--- src/logic/sensor_link_pkg.sv ---
// shared constants and types for the sensor serial link
package sensor_link_pkg;

  // ----------------------------------------------------------------
  // command framing
  // ----------------------------------------------------------------
  localparam logic [2:0]  START_BITS      = 3'h7;
  localparam logic [2:0]  STOP_BITS       = 3'h0;
  localparam int          CMD_LEN         = 10;
  localparam int          RESYNC_LEN      = 21;
  localparam logic [20:0] RESYNC_PATTERN  = 21'h155540;
  localparam logic [3:0]  SEL_PRESSURE    = 4'hA;
  localparam logic [3:0]  SEL_TEMPERATURE = 4'h9;
  localparam logic [3:0]  SEL_CAL_13      = 4'h5;
  localparam logic [3:0]  SEL_CAL_24      = 4'h6;

  // ----------------------------------------------------------------
  // clock counts per exchange
  // ----------------------------------------------------------------
  localparam logic [5:0]  ACK_CLOCKS      = 6'h02;
  localparam logic [5:0]  CONV_BITS       = 6'h10;
  localparam logic [5:0]  CAL_BITS        = 6'h20;
  localparam logic [5:0]  CONV_READ_CLKS  = 6'h11;
  localparam logic [5:0]  CAL_READ_CLKS   = 6'h21;

  // ----------------------------------------------------------------
  // timing
  // ----------------------------------------------------------------
  localparam int          CLK_PERIOD_NS   = 10;
  localparam int          SCLK_MIN_HALF_NS = 1000;
  localparam int          SCLK_HALF_CYC   = (SCLK_MIN_HALF_NS + CLK_PERIOD_NS - 1) / CLK_PERIOD_NS;
  localparam int          MCLK_HZ         = 32768;
  localparam int          CONV_TIME_MS    = 35;
  localparam int          SENSOR_ON_MS    = 2;
  localparam int          CONV_MCLK       = CONV_TIME_MS * MCLK_HZ / 1000;
  localparam int          SENSOR_ON_MCLK  = SENSOR_ON_MS * MCLK_HZ / 1000;

  // ----------------------------------------------------------------
  // host commands
  // ----------------------------------------------------------------
  typedef enum logic [2:0] {
    CMD_PRESSURE    = 3'h0,
    CMD_TEMPERATURE = 3'h1,
    CMD_CAL_13      = 3'h2,
    CMD_CAL_24      = 3'h3,
    CMD_RESYNC      = 3'h4
  } host_cmd_t;

endpackage : sensor_link_pkg

--- src/logic/sensor_link_if.sv ---
// the three link wires between host and sensor
`timescale 1ns/100ps
interface sensor_link_if;
  logic sclk;
  logic din;
  logic dout;

  modport device (input sclk, input din, output dout);
  modport host   (output sclk, output din, input dout);
endinterface : sensor_link_if

--- src/logic/sensor_device.sv ---
// sensor end of the link: command decode, conversion, result shift-out
//
// Behaviour
// - capture din and launch dout on sclk rise
// - host changes din, samples dout on fall
// - host alone drives sclk, starts exchanges
// - last command selects data put on dout
// - command opens with three high bits
// - command closes with three low bits
// - four-bit select field picks one of four
// - dout rises on final stop bit for conversions
// - host gives two clocks after acknowledge
// - host holds sclk low during conversion
// - dout falls when conversion completes
// - seventeen clocks shift out sixteen result bits
// - paused sclk holds the shift position
// - host reads result before next conversion
// - resync pattern returns link to idle anywhere
// - resync is 21 bits; dout ignored meanwhile
// - host sends resync before first conversion
// - four 16-bit calibration words held on-chip
// - pressure and temperature share one converter
// - sensing element powered only briefly
// - host may read calibration words from idle, any number of times
// - host supplies a 32.768 kHz master clock
`timescale 1ns/100ps
module sensor_device
  import sensor_link_pkg::*;
#(
  parameter int          CONV_LEN   = CONV_MCLK,
  parameter int          POWER_LEN  = SENSOR_ON_MCLK,
  // arbitrary calibration contents, words one to four from the top
  parameter logic [63:0] CALIB_DATA = 64'h1357_2468_9BDF_ACE0
) (
  // clock and reset
  input  logic          clk,
  input  logic          rst,
  input  logic          ce,
  // master clock from the system
  input  logic          mclk,
  // converter inputs
  input  logic [15:0]   pressure_raw,
  input  logic [15:0]   temperature_raw,
  // status
  output logic          sensor_power,
  output logic          conv_busy,
  // link
  sensor_link_if.device link
);

  localparam int MW = $clog2(CONV_LEN + 1);

  // ----------------------------------------------------------------
  // state
  // ----------------------------------------------------------------
  typedef enum logic [3:0] {
    D_IDLE = 4'h1,
    D_ACK  = 4'h2,
    D_CONV = 4'h4,
    D_DATA = 4'h8
  } dev_state_t;

  typedef struct packed {
    dev_state_t       state;
    logic [20:0]      hist;
    logic [31:0]      sh;
    logic [5:0]       cnt;
    logic [MW-1:0]    mcnt;
    logic             is_temp;
    logic             dout;
    logic             power;
    logic             busy;
    logic             sclk_q;
    logic             mclk_q;
  } dev_regs_t;

  dev_regs_t r;
  dev_regs_t next_r;

  logic [2:0] pins_s;
  logic       sclk_s;
  logic       din_s;
  logic       mclk_s;
  logic       rise;
  logic       mrise;
  logic [3:0] sel;

  generate
    if (CONV_LEN < 2 || POWER_LEN < 1 || POWER_LEN >= CONV_LEN)
    begin : g_chk
      $error("sensor_device needs 1 <= POWER_LEN < CONV_LEN");
    end
  endgenerate

  // ----------------------------------------------------------------
  // pin synchronisers
  // ----------------------------------------------------------------
  sync_2ff #(
    .WIDTH (3)
  ) u_sync (
    .clk (clk),
    .rst (rst),
    .ce  (ce),
    .d   ({link.sclk, link.din, mclk}),
    .q   (pins_s)
  );

  assign sclk_s = pins_s[2];
  assign din_s  = pins_s[1];
  assign mclk_s = pins_s[0];
  assign rise   = sclk_s & ~r.sclk_q;
  assign mrise  = mclk_s & ~r.mclk_q;

  // ----------------------------------------------------------------
  // next state
  // ----------------------------------------------------------------
  always_comb
  begin
    next_r        = r;
    next_r.sclk_q = sclk_s;
    next_r.mclk_q = mclk_s;
    sel           = '0;
    if (rise)
      next_r.hist = {r.hist[19:0], din_s};
    case (r.state)
      D_IDLE:
      begin
        sel = next_r.hist[6:3];
        if (rise && next_r.hist[9:7] == START_BITS && next_r.hist[2:0] == STOP_BITS)
        begin
          if (sel == SEL_PRESSURE || sel == SEL_TEMPERATURE)
          begin
            next_r.is_temp = (sel == SEL_TEMPERATURE);
            next_r.dout    = 1'b1;
            next_r.cnt     = ACK_CLOCKS;
            next_r.state   = D_ACK;
          end
          else if (sel == SEL_CAL_13)
          begin
            next_r.sh    = {CALIB_DATA[63:48], CALIB_DATA[31:16]};
            next_r.cnt   = CAL_BITS;
            next_r.state = D_DATA;
          end
          else if (sel == SEL_CAL_24)
          begin
            next_r.sh    = {CALIB_DATA[47:32], CALIB_DATA[15:0]};
            next_r.cnt   = CAL_BITS;
            next_r.state = D_DATA;
          end
        end
      end
      D_ACK:
      begin
        // the two trailing clocks keep dout high and start the conversion
        if (rise)
        begin
          next_r.cnt = r.cnt - 6'h01;
          if (r.cnt == 6'h01)
          begin
            next_r.mcnt  = '0;
            next_r.power = 1'b1;
            next_r.busy  = 1'b1;
            next_r.state = D_CONV;
          end
        end
      end
      D_CONV:
      begin
        // paced by mclk only, so a stopped sclk cannot stall it
        if (mrise)
        begin
          next_r.mcnt = r.mcnt + MW'(1);
          if (r.mcnt == MW'(POWER_LEN - 1))
            next_r.power = 1'b0;
          if (r.mcnt == MW'(CONV_LEN - 1))
          begin
            // one converter: the last command picks which input is taken
            next_r.sh    = {r.is_temp ? temperature_raw : pressure_raw, 16'h0000};
            next_r.cnt   = CONV_BITS;
            next_r.dout  = 1'b0;
            next_r.busy  = 1'b0;
            next_r.power = 1'b0;
            next_r.state = D_DATA;
          end
        end
      end
      D_DATA:
      begin
        // nothing moves without a rise, so a held sclk pauses the readout
        if (rise)
        begin
          if (r.cnt == 6'h00)
          begin
            next_r.dout  = 1'b0;
            next_r.state = D_IDLE;
          end
          else
          begin
            next_r.dout = r.sh[31];
            next_r.sh   = {r.sh[30:0], 1'b0};
            next_r.cnt  = r.cnt - 6'h01;
          end
        end
      end
      default:
      begin
        next_r.state = D_IDLE;
      end
    endcase
    // resync wins over every state; history is cleared so it fires once
    if (rise && next_r.hist == RESYNC_PATTERN)
    begin
      next_r.hist  = '0;
      next_r.dout  = 1'b0;
      next_r.power = 1'b0;
      next_r.busy  = 1'b0;
      next_r.state = D_IDLE;
    end
  end

  always_ff @(posedge clk or posedge rst)
  begin
    if (rst)
    begin
      r       <= '0;
      r.state <= D_IDLE;
    end
    else if (ce)
      r <= next_r;
  end

  assign link.dout    = r.dout;
  assign sensor_power = r.power;
  assign conv_busy    = r.busy;

endmodule : sensor_device

--- src/logic/sync_2ff.sv ---
// two-flop synchroniser for a group of asynchronous levels
`timescale 1ns/100ps
module sync_2ff #(
  parameter int WIDTH = 1
) (
  // clock and reset
  input  logic             clk,
  input  logic             rst,
  input  logic             ce,
  // levels
  input  logic [WIDTH-1:0] d,
  output logic [WIDTH-1:0] q
);

  typedef struct packed {
    logic [WIDTH-1:0] s1;
    logic [WIDTH-1:0] s2;
  } sync_state_t;

  sync_state_t r;
  sync_state_t next_r;

  generate
    if (WIDTH < 1)
    begin : g_chk
      $error("sync_2ff needs WIDTH of at least 1");
    end
  endgenerate

  always_comb
  begin
    next_r    = r;
    next_r.s1 = d;
    next_r.s2 = r.s1;
  end

  always_ff @(posedge clk or posedge rst)
  begin
    if (rst)
      r <= '0;
    else if (ce)
      r <= next_r;
  end

  assign q = r.s2;

endmodule : sync_2ff

--- src/flat_wrapper.sv ---
// flat-port wrapper written by rule: the top's interface ports become plain ports
module sensor_device_flat import sensor_link_pkg::*;
#(
  parameter int          CONV_LEN   = CONV_MCLK,
  parameter int          POWER_LEN  = SENSOR_ON_MCLK,
                                                                   
  parameter logic [63:0] CALIB_DATA = 64'h1357_2468_9BDF_ACE0
)
  (clk, rst, ce, mclk, pressure_raw, temperature_raw, sensor_power, conv_busy, link_sclk, link_din, link_dout);
  sensor_link_if link_i ();
  input  logic clk;
  input  logic rst;
  input  logic ce;
  input  logic mclk;
  input  logic [15:0] pressure_raw;
  input  logic [15:0] temperature_raw;
  output logic sensor_power;
  output logic conv_busy;
  input wire logic [$bits(link_i.sclk)-1:0] link_sclk;
  input wire logic [$bits(link_i.din)-1:0] link_din;
  output wire logic [$bits(link_i.dout)-1:0] link_dout;
  assign link_i.sclk = link_sclk;
  assign link_i.din = link_din;
  assign link_dout = link_i.dout;
  sensor_device #(.CONV_LEN(CONV_LEN), .POWER_LEN(POWER_LEN), .CALIB_DATA(CALIB_DATA)) u_core (.clk(clk), .rst(rst), .ce(ce), .mclk(mclk), .pressure_raw(pressure_raw), .temperature_raw(temperature_raw), .sensor_power(sensor_power), .conv_busy(conv_busy), .link(link_i));
endmodule
--- config.mk ---
export PLATFORM = sky130hd
export DESIGN_NAME = sensor_device_flat
export DESIGN_NICKNAME = d
export VERILOG_FILES = /design/src/logic/sensor_link_pkg.sv /design/src/logic/sensor_link_if.sv /design/src/logic/sensor_device.sv /design/src/logic/sync_2ff.sv /design/src/flat_wrapper.sv
export SDC_FILE = /design/constraint.sdc
export NUM_CORES = 1
export LEC_CHECK = 0
export ABC_AREA = 0
export BUFFER_PORTS_ARGS = -buffer_cell sky130_fd_sc_hd__buf_4
export CAP_MARGIN = 20
export CORE_MARGIN = 5
export CORE_UTILIZATION = 40
export CTS_CLUSTER_SIZE = 25
export DETAILED_ROUTE_END_ITERATION = 6
export SYNTH_ARGS = -nofsm -noshare
export SYNTH_HDL_FRONTEND = slang
export SYNTH_SLANG_ARGS = --single-unit
--- constraint.sdc ---
create_clock -name clk -period 2.8 [get_ports clk]
set_input_delay 0 -clock clk [delete_from_list [all_inputs] [get_ports clk]]
set_output_delay 0 -clock clk [all_outputs]
set_load 0.01 [all_outputs]
======== After elaboration in Yosys (flattened, before gate mapping) ========
Cells that the tools add are included.
storage, ports and cells
  flip-flop bits (word level) ............. 86
  input bits .............................. 38
  bits in latches ......................... 0
  memories ................................ 0
  RAM bits ................................ 0
  word-level logic and storage cells ...... 111
  memory bits (read-only) ................. 0
  output and inout port bits .............. 3
operators by class
  bitwise operators ....................... 4
  divide/modulo/power cells ............... 0
  eq/ne operators ......................... 33
  muxes and demuxes ....................... 40
  reduce and logical (&&, ||, !) cells .... 19
  order comparisons ....................... 0
  add/subtract/negate cells ............... 2
  shift-type cells ........................ 0
  multiply operators ...................... 0
operators by type and width
  operator                                                                 count
  38-bit two-way mux                                                       6
  32-bit one-hot mux with 3 select lines                                   1
  49-bit two-way mux                                                       1
  4-bit two-way mux                                                        10
  32-bit two-way mux                                                       1
  3-bit by 1-bit inequality test with 1-bit output, second input constant  9
  9-bit AND reduction                                                      3
  25-bit two-way mux                                                       1
  6-bit one-hot mux with 4 select lines                                    1
  11-bit one-hot mux with 2 select lines                                   1
  21-bit equality test, second input constant                              1
  21-bit two-way mux                                                       1
  17-bit two-way mux                                                       1
  16-bit two-way mux                                                       1
  4-bit one-hot mux with 4 select lines                                    1
  4-bit by 3-bit equality test with 1-bit output, second input constant    3
  4-bit equality test, second input constant                               3
  2-bit by 1-bit inequality test with 1-bit output, second input constant  6
  6-bit AND reduction                                                      2
  11-bit by 1-bit adder with 11-bit output, second input constant          1
  11-bit equality test, second input constant                              1
  11-bit by 7-bit equality test with 1-bit output, second input constant   1
  11-bit two-way mux                                                       1
  3-bit two-way mux                                                        3
  other kinds (25)                                                         38

======== Logic depth before layout (Yosys ltp) ========
Gate-level depths: netlist (run 1).
  word-level depth ........................ 10
  gate-level depth with buffers ........... 9
  gate-level depth less buffers ........... 8

======== Hierarchy ========
From an unflattened synthesis (run 1), not the netlist that was laid out.
unflattened totals
  cell total of the unflattened synthesis .. 494
  area, all modules ....................... 4599.4 um^2
modules (own cells, without submodules)
  module         sequential area each (um^2)  area an instance (um^2)  instances  cells an instance
  sensor_device  1978.1                       4344.2                   1          480
  sync_2ff       150.1                        255.2                    1          14

======== Worst setup path after synthesis (run 1) ========
OpenSTA, ideal clock, no wires.
  kind .................................... register to register
  start point ............................. reg u_core.r[76] (netlist name)
  end point ............................... reg u_core.r[17] (netlist name)
  required time ........................... 2.675 ns
  library setup time ...................... 0.125 ns
  arrival time ............................ 1.943 ns
  period minus slack after synthesis ...... 2.068 ns
  slack ................................... 0.732 ns
  stages on the path, launching flop included .. 7
  buffers on the path ..................... 0
  cells stage by stage .................... dfstp_2 -> or4b_4 -> a31o_1 -> o211ai_2 -> a211oi_2 -> nand2_2 -> mux2_4
between the ends
  word-level cells in the longest chain between the ends .. 3
  elaborated cells between the ends (all ways) .. 14
  classes of those cells .................. eq/ne (11); mux (1); reduce/logical (2)
ends and longest elaborated chain
  element                                                                                    line                  text
  from (decl)                                                                                sensor_device.sv:77   dev_regs_t r;
  from (signal assigned)                                                                     sensor_device.sv:229  r <= next_r;
  4-bit by 1-bit equality test with 1-bit output (tied with other cells)                     sensor_device.sv:125  case (r.state)
  4-bit by 1-bit inequality test with 1-bit output (no source line) (tied with other cells)  n/a
  9-bit AND reduction (no source line)                                                       n/a
Several ways; a longest one is shown, not always the timed one.
A chain may end at the register's enable or synchronous reset.

======== Final worst setup path (run 1) ========
  start point ............................. reg u_core.u_sync.r (netlist bit u_core.u_sync.q[2])
  end point ............................... reg u_core.r[38] (netlist name)
between the ends
  word-level cells in the longest chain between the ends .. 7
  elaborated cells between the ends (all ways) .. 20
  classes of those cells .................. eq/ne (9); mux (5); bitwise (1); reduce/logical (5)
ends and longest elaborated chain
  element                                                                                        line                                        text
  from (decl)                                                                                    sync_2ff.sv:20                              sync_state_t r;
  from (signal assigned)                                                                         sync_2ff.sv:42                              r <= next_r;
  1-bit bitwise AND (*)                                                                          sensor_device.sv:111                        assign rise = sclk_s & ~r.sclk_q;
  21-bit two-way mux                                                                             sensor_device.sv:123                        if (rise)
  4-bit by 3-bit equality test with 1-bit output / 3-bit equality test (equally long branches)   sensor_device.sv:138, sensor_device.sv:129
  38-bit two-way mux / 1-bit logical AND (equally long branches)                                 sensor_device.sv:138, sensor_device.sv:129
  32-bit two-way mux / 1-bit logical AND (equally long branches)                                 sensor_device.sv:131, sensor_device.sv:129
  38-bit two-way mux / 2-bit by 1-bit inequality test with 1-bit output (equally long branches)  n/a
  32-bit one-hot mux with 3 select lines / 9-bit AND reduction (equally long branches)           n/a
Mark *: on every way between the ends. The rest lies on a longest branch, timed or not. The select of a mux whose other input is x is not followed.

==> results of run 1 <==
==> worst paths after layout <==
path	from	slack, ns	cells past startpoint	end
max	u_core.u_sync.q[2]	0.37	7	u_core.r[38]
min	ce	0.06	2	u_core.r[0]
max reg2reg	u_core.u_sync.q[2]	0.37	7	u_core.r[38]
min reg2reg	u_core.r[22]	0.50	1	u_core.r[22]
max in group asynchronous	rst	1.76	5	u_core.sensor_power
min in group asynchronous	rst	0.22	3	u_core.r[30]
==> synth_stat cells, types with 3 or more instances <==
cell type	count
nor4b_4	3
nand2b_1	8
a31oi_1	5
ha_1	5
buf_2	10
and2_1	5
o211ai_1	4
nand3_1	10
a31o_2	4
nor2_1	45
o31ai_1	8
nand4_1	6
o21ai_0	27
buf_4	3
clkbuf_1	12
dfrtp_1	85
nand2_1	42
a21oi_1	29
o21ai_1	4
a21oi_4	20
and3_1	7
nor3_1	4
nor2b_1	6
mux2_2	36
mux2i_1	5
buf_1	3
a221oi_1	12
inv_1	12
==> repair_timing <==
| action | 4_1_cts | 5_1_grt |
|---|---|---|
| hold buffers | 4 | 0 |
| hold endpoints to repair | 29 | 0 |
| buffers inserted | 0 | 0 |
| gates resized for setup | 0 | 0 |
==> layout make-up <==
cell class / count / area [um^2]
Inverter: 12 / 46.3
Clock inverter: 4 / 55.1
Clock buffer: 12 / 246
Timing Repair Buffer: 60 / 485
Multi-Input combinational cell: 351 / 2600
Sequential cell: 86 / 2150
Tap cell: 168 / 210
Fill cell: 1148 / 6320
==> state kept, by name (all words and copies together) (netlist names) <==
signal	count
u_core.conv_busy	1
u_core.link.dout	1
u_core.r	77
u_core.sensor_power	1
u_core.u_sync.next_r	3
u_core.u_sync.q	3
==> per-stage QoR <==
stage	setup WS (ns)	hold WS, ns	cell area (um^2)	instances
2_1_floorplan	0.580	0.152	4980	480
3_3_place_gp	0.459	0.234	5430	672
3_5_place_dp	0.412	0.0506	5450	673
4_1_cts	0.402	0.0503	5800	693
5_1_grt	0.247	0.0563	5800	693
6_report	0.374	0.0648	5800	693
==> kinds of logic after synthesis <==
| logic type | Yosys count |
|---|---|
| AOI/OAI and AO/OA | 145 |
| xor gates and xnor gates | 3 |
| adders and majority gates | 5 |
| buffers and inverters | 43 |
| DFF | 86 |
| muxes | 42 |
| and+or+nand+nor | 156 |
==> routing by layer <==
layer	vias up	share of wire, %
met2	48	48
met3	10	3.1
li1	1831	-
met4	0	1.5
met5	-	0
met1	1855	47
==> worst max-delay path, cell delays in order, from the launching register on <==
cell      delay [ns]
dfrtp_1         0.43
nor2b_1         0.33
buf_4           0.21
a31o_1          0.18
o211ai_2        0.14
a211oi_4        0.21
buf_12          0.35
mux2_2          0.38
==> power breakdown <==
group          switching (mW)  internal [mW]
registers               0.341           1.63
logic                    1.02          0.844
clock network           0.517          0.722
total                    1.88           3.20
==> impl_metrics.json, run 1 <==
{
  "synth_ff_type": "dfrtp_1",
  "arrival_ns": 2.66,
  "grt_pass1_wl_um": 18800,
  "antenna_found_initial": 0,
  "wirelength_um": 11100,
  "portBuffers": 40,
  "ys_async_sr_fraction_pct": 100,
  "cts.sinks": 86,
  "final.setup_skew_ns": 0.00957,
  "grt_max_degree": 62,
  "syn_inst": 480,
  "drive_above_1_share_pct": 29.0,
  "mostFrequentLayoutCell": "dfrtp_1",
  "grt-busiest-layer": "met2",
  "nNetsFinal": 563,
  "synthesis.area_um2": 4980,
  "grt_use_met2_pct": 25.3,
  "hold_viol_final": 0,
  "synth_compound_area_share_pct": 24.2,
  "period_needed_ns": 2.43,
  "firstDrtPassIters": 4,
  "ys_warn_count": 0,
  "ir_drop_mv": 0.540,
  "numCtsBuffers": 9,
  "dpl.hpwl_um": 7770,
  "p_leak_nw": 2.37,
  "vias_per_cell": 5.40,
  "synth_top_family_by_area": "compound AO/OA/AOI/OAI gates",
  "power_mw": 5.08,
  "clk_latency_ns": 0.35,
  "grt_usage_pct": 15.9,
  "via_count": 3744,
  "area_growth_pct": 16.4,
  "h-tree-depth": 3,
  "startpoint_type": "flip-flop",
  "fin_util_pct": 47.9,
  "core_um2": 12100,
  "die_area_um2": 14800,
  "gr-usage-met3_pct": 3.11,
  "endpoint_kind": "flip-flop",
  "num_io_pins": 41,
  "gp_congestion": 0.814,
  "ys_ff_latch": 86,
  "syn_nets": 523,
  "grt_util_met1_pct": 21.9,
  "max_freq_ghz": 0.412,
  "path_class": "flip-flop to flip-flop",
  "synth-xor-area-share_pct": 0.528,
  "cts_root_buf": "clkbuf_16",
  "synth_adder_area_share_pct": 1.26,
  "rsz0062_at_grt": "no",
  "initial_core_util_pct": 41.1,
  "setup-tns-final_ns": 0,
  "finalCritPeriodShare_pct": 86.6,
  "fp.dieW_um": 122,
  "ys_top_cells_by_area": "dfrtp_1 43%, mux2_2 8.1%, a21oi_4 6.5%, nor2_1 3.4%, nand2_1 3.2%",
  "remaining_drc_errors": 0,
  "grt_pass1_vias": 3724,
  "cts_tree": "done",
  "cap_violations": 0,
  "overflow": 0,
  "yosys.area_share.simple_pct": 16.7,
  "post_drt_wl_per_cell_um": 16.1,
  "slew_viol_final": 0,
  "synthMuxAreaShare_pct": 9.45,
  "clkTransAtPathRegs_ns": 0.06,
  "min-delay-path-class": "primary input to flip-flop",
  "ant_nets": 0,
  "relSlewSlack_pct": 57.3,
  "critPathRequiredTime_ns": 3.03,
  "worst_slew_pin_slew_ns": 0.640,
  "p_per_area_nw_per_um2": 876,
  "seq_area_frac_synth_pct": 43.3,
  "synthDistinctLibCells": 76,
  "final_cell_mix": "85 x dfrtp_1, 54 x buf_4, 45 x nor2_1, 42 x nand2_1, 36 x mux2_2",
  "yosysTopAreaCellShare_pct": 42.7,
  "die_h_um": 122,
  "finalSetupViolCount": 0,
  "antenna_cells": 0,
  "drt_iter0_markers": 231,
  "syn_area_per_cell_um2": 10.4,
  "cp_max_fo": 61,
  "status": "finished clean",
  "synth-edff-count": 0,
  "cts_buffer_depth": 2,
  "num_rows": 40,
  "synth_area_leader_cell": "dfrtp_1"
}
(Power assumes the default switching activity.)
==> run 2: changes to the inputs <==
--- a/config.mk
+++ b/config.mk
@@ -6,12 +6,12 @@
 export NUM_CORES = 1
 export LEC_CHECK = 0
 export ABC_AREA = 0
-export BUFFER_PORTS_ARGS = -buffer_cell sky130_fd_sc_hd__buf_4
 export CAP_MARGIN = 20
 export CORE_MARGIN = 5
 export CORE_UTILIZATION = 40
 export CTS_CLUSTER_SIZE = 25
 export DETAILED_ROUTE_END_ITERATION = 6
+export DONT_BUFFER_PORTS = 1
 export SYNTH_ARGS = -nofsm -noshare
 export SYNTH_HDL_FRONTEND = slang
 export SYNTH_SLANG_ARGS = --single-unit
==> run 2 against run 1 <==
- register-to-register slack worse by 0.03 ns
- power hardly changed
- count of clock-buffer cells in the layout is 3 lower
- worst setup slack worse by 0.034 ns
- largest power group unchanged
==> impl_metrics.json, run 2 (synthesized netlist as in run 1, its figures left out) <==
{
  "dpl.hpwl_um": 7530,
  "largest_register_ffs": 77,
  "fin_ws_ns": 0.340,
  "h-tree-depth": 3,
  "critPathSlowestCell": "nor2b_1",
  "worstPathBufferInverterCount": 1,
  "slew_viol_final": 0,
  "core_um2": 12100,
  "final_cell_mix": "85 x dfrtp_1, 45 x nor2_1, 42 x nand2_1, 36 x mux2_2, 29 x a21oi_1",
  "cts_buffer_depth": 2,
  "numCtsBuffers": 9,
  "critPathRequiredTime_ns": 3.03,
  "placed_cells": 632,
  "drive_above_1_share_pct": 23.2,
  "via_count": 3613,
  "die_area_um2": 14800,
  "overflow": 0,
  "crit_chain": "nor2b_1 > a31o_1 > o211ai_2 > a211oi_4 > buf_12 > mux2_2",
  "clkTransAtPathRegs_ns": 0.06,
  "die_h_um": 122,
  "area_growth_pct": 11.2,
  "grt_max_degree": 61,
  "final.setup_skew_ns": 0.00927,
  "gr-usage-met3_pct": 4.22,
  "grt_usage_pct": 15.2,
  "cp_max_fo": 60,
  "grt_pass1_vias": 3677,
  "path_class": "flip-flop to flip-flop",
  "ctsResizeCount": 0,
  "fp.dieW_um": 122,
  "num_rows": 40,
  "arrival_ns": 2.69,
  "status": "finished clean",
  "grt-busiest-layer": "met2",
  "p_leak_nw": 2.20,
  "critPathMaxStageDelay_ns": 0.51,
  "worst_slew_pin_slew_ns": 0.922,
  "initial_core_util_pct": 41.1,
  "remaining_drc_errors": 0,
  "antenna_cells": 0,
  "cts_root_buf": "clkbuf_16",
  "relSlewSlack_pct": 38.6,
  "startpoint_type": "flip-flop",
  "hold_viol_final": 0,
  "finalCritPeriodShare_pct": 87.8,
  "antenna_found_initial": 0,
  "vias_per_cell": 5.51,
  "gp_congestion": 0.870,
  "p_per_area_nw_per_um2": 918,
  "grt_util_met1_pct": 19.6,
  "grt_use_met2_pct": 25.1,
  "post_drt_wl_per_cell_um": 16.3,
  "portBuffers": 0,
  "rsz0062_at_grt": "no",
  "num_io_pins": 41,
  "endpoint_kind": "flip-flop",
  "drt_iter0_markers": 292,
  "min-delay-path-class": "primary input to flip-flop",
  "dp_slack_ns": 0.372,
  "cts_tree": "done",
  "period_needed_ns": 2.46,
  "fin_cells": 656,
  "cts.sinks": 86,
  "nNetsFinal": 526,
  "max_freq_ghz": 0.407,
  "setup-tns-final_ns": 0,
  "largest-register": "u_core.r",
  "clk_latency_ns": 0.34,
  "finalSetupViolCount": 0,
  "cap_violations": 0,
  "ir_drop_mv": 0.362,
  "ant_nets": 0,
  "mostFrequentLayoutCell": "dfrtp_1",
  "grt_pass1_wl_um": 18100,
  "crit_family": "compound AO/OA/AOI/OAI gates",
  "firstDrtPassIters": 4,
  "wirelength_um": 10700,
  "num-fill-cells": 1189
}
==> run 2: changes by cell type in the layout (fill, tap and decap cells not counted), sizes merged <==
cell         change
buf             -41
bufinv           +1
clkbuf           -3
clkinv           +1
dlygate4sd3      +4
inv              +1
==> run 2: worst paths after layout <==
path	startpoint	end	slack, ns	depth (start not counted)
max in group asynchronous	rst	u_core.r[76]	1.71	3
hold reg to reg	u_core.r[75]	u_core.r[75]	0.49	2
min in group asynchronous	rst	u_core.u_sync.next_r[0]	0.28	2
hold / removal	pressure_raw[11]	u_core.r[50]	0.009	4
setup / recovery	u_core.u_sync.q[2]	u_core.r[30]	0.34	6
setup reg to reg	u_core.u_sync.q[2]	u_core.r[30]	0.34	6
==> run 2: layer usage <==
layer,vias up,share of wire (%)
li1,1745,-
met1,1810,45
met2,50,50
met3,8,3.6
met4,0,1.0
met5,-,0
==> run 2: power by group <==
| group | switching [mW] | leakage [nW] | internal (mW) |
|---|---|---|---|
| Combinational | 1.01 | 0.986 | 0.806 |
| Clock | 0.504 | 0.156 | 0.784 |
| Sequential | 0.342 | 1.05 | 1.63 |
| Total | 1.86 | 2.20 | 3.22 |
==> run 2: repair_timing <==
item                      4_1_cts  5_1_grt
buffers inserted                0        0
hold buffers                    8        0
hold endpoints to repair       61        0
==> run 2: worst reg2reg max path: cells and delay by family, from the launching register on <==
family	cells	cell delay (ns)
AOI/OAI and AO/OA	3	0.62
and+or+nand+nor	1	0.51
DFF	1	0.43
muxes	1	0.42
buffers and inverters	1	0.36
==> run 2: stage by stage <==
stage | hold slack, ns | power, mW | util [%] | cell area [um^2]
floorplan | 0.152 | 3.42 | - | 4980
global placement | 0.116 | 3.74 | 42.4 | 5130
detailed placement | 0.121 | 3.80 | 42.4 | 5130
CTS | 0.00571 | 5.13 | 45.7 | 5530
global route | 0.0356 | 5.41 | 45.7 | 5530
finish | 0.00918 | 5.08 | 45.7 | 5530
==> run 2: area by class of cell <==
class / count / area, um^2 / area share (%)
tap: 168 / 210 / 3.80
clock buffer: 9 / 225 / 4.07
multi-input combinational: 351 / 2600 / 47.0
sequential: 86 / 2150 / 38.9
clock inverter: 7 / 95.1 / 1.72
timing repair buffer: 23 / 205 / 3.71
inverter: 12 / 46.3 / 0.837
==> run 3: changes to the inputs <==
--- a/config.mk
+++ b/config.mk
@@ -6,12 +6,13 @@
 export NUM_CORES = 1
 export LEC_CHECK = 0
 export ABC_AREA = 0
+export BUFFER_PORTS_ARGS = -buffer_cell sky130_fd_sc_hd__buf_4
 export CAP_MARGIN = 20
 export CORE_MARGIN = 5
 export CORE_UTILIZATION = 40
+export CTS_CLUSTER_DIAMETER = 30
 export CTS_CLUSTER_SIZE = 25
 export DETAILED_ROUTE_END_ITERATION = 6
-export DONT_BUFFER_PORTS = 1
 export SYNTH_ARGS = -nofsm -noshare
 export SYNTH_HDL_FRONTEND = slang
 export SYNTH_SLANG_ARGS = --single-unit
==> constraint.sdc (replaced) <==
create_clock -name clk -period 2.9 [get_ports clk]
set_input_delay 0 -clock clk [delete_from_list [all_inputs] [get_ports clk]]
set_output_delay 0 -clock clk [all_outputs]
set_load 0.01 [all_outputs]
==> run 3 against run 2 <==
- cell area rose by 3.4%
- sequential power fell by 4%
- largest cell class unchanged
- register-to-register slack barely moved
- non-clock buffer count rose by 29
- final cell count rose by 4.4%
- sequential cell count did not move
- fmax fell by 4.0%
- largest power group unchanged
- sequential share of layout area fell by 1.3 points
- utilization rose by 1.5 points
- clock power fell by 14%
==> impl_metrics.json, run 3 (synthesized netlist as in run 1, its figures left out) <==
{
  "ir_drop_mv": 0.337,
  "overflow": 0,
  "fp.dieW_um": 122,
  "max_freq_ghz": 0.390,
  "cts_root_buf": "clkbuf_16",
  "p_per_area_nw_per_um2": 838,
  "dpl.hpwl_um": 7570,
  "crit_chain": "nor2b_1 > a31o_1 > o211ai_2 > a211oi_4 > buf_12 > mux2_2",
  "antenna_found_initial": 0,
  "post_drt_wl_per_cell_um": 16.0,
  "relSlewSlack_pct": 37.6,
  "gp_congestion": 0.843,
  "portBuffers": 40,
  "critPathRequiredTime_ns": 3.13,
  "grt_pass1_vias": 3726,
  "vias_per_cell": 5.38,
  "final_cell_mix": "85 x dfrtp_1, 46 x buf_4, 45 x nor2_1, 42 x nand2_1, 36 x mux2_2",
  "num_io_pins": 41,
  "endpoint_kind": "flip-flop",
  "cts_buffer_depth": 2,
  "remaining_drc_errors": 0,
  "r2r_slack_ns": 0.34,
  "fin_cells": 685,
  "cts_tree": "done",
  "hold_viol_final": 0,
  "numCtsBuffers": 9,
  "grt_max_degree": 62,
  "nNetsFinal": 555,
  "setup-tns-final_ns": 0,
  "power_mw": 4.80,
  "cp_max_fo": 61,
  "clkTransAtPathRegs_ns": 0.06,
  "grt_usage_pct": 15.7,
  "rsz0062_at_grt": "no",
  "drive_above_1_share_pct": 28.0,
  "largest_register_ffs": 77,
  "arrival_ns": 2.79,
  "drt_iter0_markers": 341,
  "firstDrtPassIters": 5,
  "antenna_cells": 0,
  "die_area_um2": 14800,
  "core_um2": 12100,
  "h-tree-depth": 3,
  "die_h_um": 122,
  "slew_viol_final": 0,
  "wirelength_um": 11000,
  "cap_violations": 0,
  "min-delay-path-class": "primary input to flip-flop",
  "dp_slack_ns": 0.368,
  "status": "finished clean",
  "final.setup_skew_ns": 0.00817,
  "via_count": 3684,
  "clk_latency_ns": 0.34,
  "placed_area_um2": 5390,
  "startpoint_type": "flip-flop",
  "num_rows": 40,
  "period_needed_ns": 2.56,
  "critPathMaxStageDelay_ns": 0.61,
  "fin_ws_ns": 0.337,
  "fin_area_um2": 5720,
  "finalCritPeriodShare_pct": 88.4,
  "critPathSlowestCell": "nor2b_1",
  "mostFrequentLayoutCell": "dfrtp_1",
  "initial_core_util_pct": 41.1,
  "cts.sinks": 86,
  "worst_slew_pin_slew_ns": 0.934,
  "largest-register": "u_core.r",
  "path_class": "flip-flop to flip-flop",
  "placed_cells": 665,
  "p_leak_nw": 2.32,
  "grt_pass1_wl_um": 18700,
  "area_growth_pct": 14.9,
  "finalSetupViolCount": 0,
  "ant_nets": 0
}
==> run 3: changes by cell type in the layout (fill, tap and decap cells not counted), sizes merged <==
cell	change
buf	+33
dlygate4sd3	-4
clkbuf	+3
inv	-1
bufinv	-2
==> run 3: final timing paths <==
check	cells past startpoint	endpoint	startpoint
setup / recovery	6	u_core.r[23]	u_core.u_sync.q[2]
hold / removal	2	u_core.u_sync.q[2]	ce
setup reg to reg	6	u_core.r[23]	u_core.u_sync.q[2]
hold reg to reg	1	u_core.r[22]	u_core.r[22]
max in group asynchronous	4	u_core.r[22]	rst
min in group asynchronous	3	u_core.u_sync.q[0]	rst
==> run 3: routing by layer <==
layer,vias up,routed length [um],global-route usage (%)
li1,1814,-,-
met1,1806,4990,21.2
met2,62,5540,25.4
met3,2,367,4.13
met4,0,57,3.64
met5,-,0,0
==> run 3: repair_timing <==
| action | in CTS | in global routing |
|---|---|---|
| hold buffers | 4 | 0 |
| gates resized for setup | 0 | 0 |
| buffers inserted | 0 | 0 |
| endpoints found under the setup margin | 0 | 0 |
| hold endpoints to repair | 41 | 0 |
==> run 3: stage by stage <==
stage | utilization (%) | hold slack [ns]
2_1_floorplan | - | 0.152
3_3_place_gp | 44.5 | 0.132
3_5_place_dp | 44.5 | 0.142
4_1_cts | 47.2 | 0.0627
5_1_grt | 47.2 | 0.0701
6_report | 47.2 | 0.0716
==> run 3: layout make-up <==
class	instances	area [um^2]
fill	1139	6390
multi-input combinational	351	2600
sequential	86	2150
timing repair buffer	52	425
clock buffer	12	256
tap	168	210
inverter	12	46.3
clock inverter	4	30.0
==> run 3: worst max-delay path: cells and delay by family, from the launching register on <==
kind / cells / cell delay (ns)
AOI/OAI and AO/OA: 3 / 0.63
and+or+nand+nor: 1 / 0.61
DFF: 1 / 0.42
buffers and inverters: 1 / 0.38
muxes: 1 / 0.38
==> run 3: power by group <==
part / switching [mW] / internal, mW / total (mW) / leakage, nW
clock network: 0.475 / 0.630 / 1.11 / 0.139
registers: 0.326 / 1.57 / 1.90 / 1.05
logic: 0.984 / 0.805 / 1.79 / 1.13
total: 1.79 / 3.01 / 4.80 / 2.32
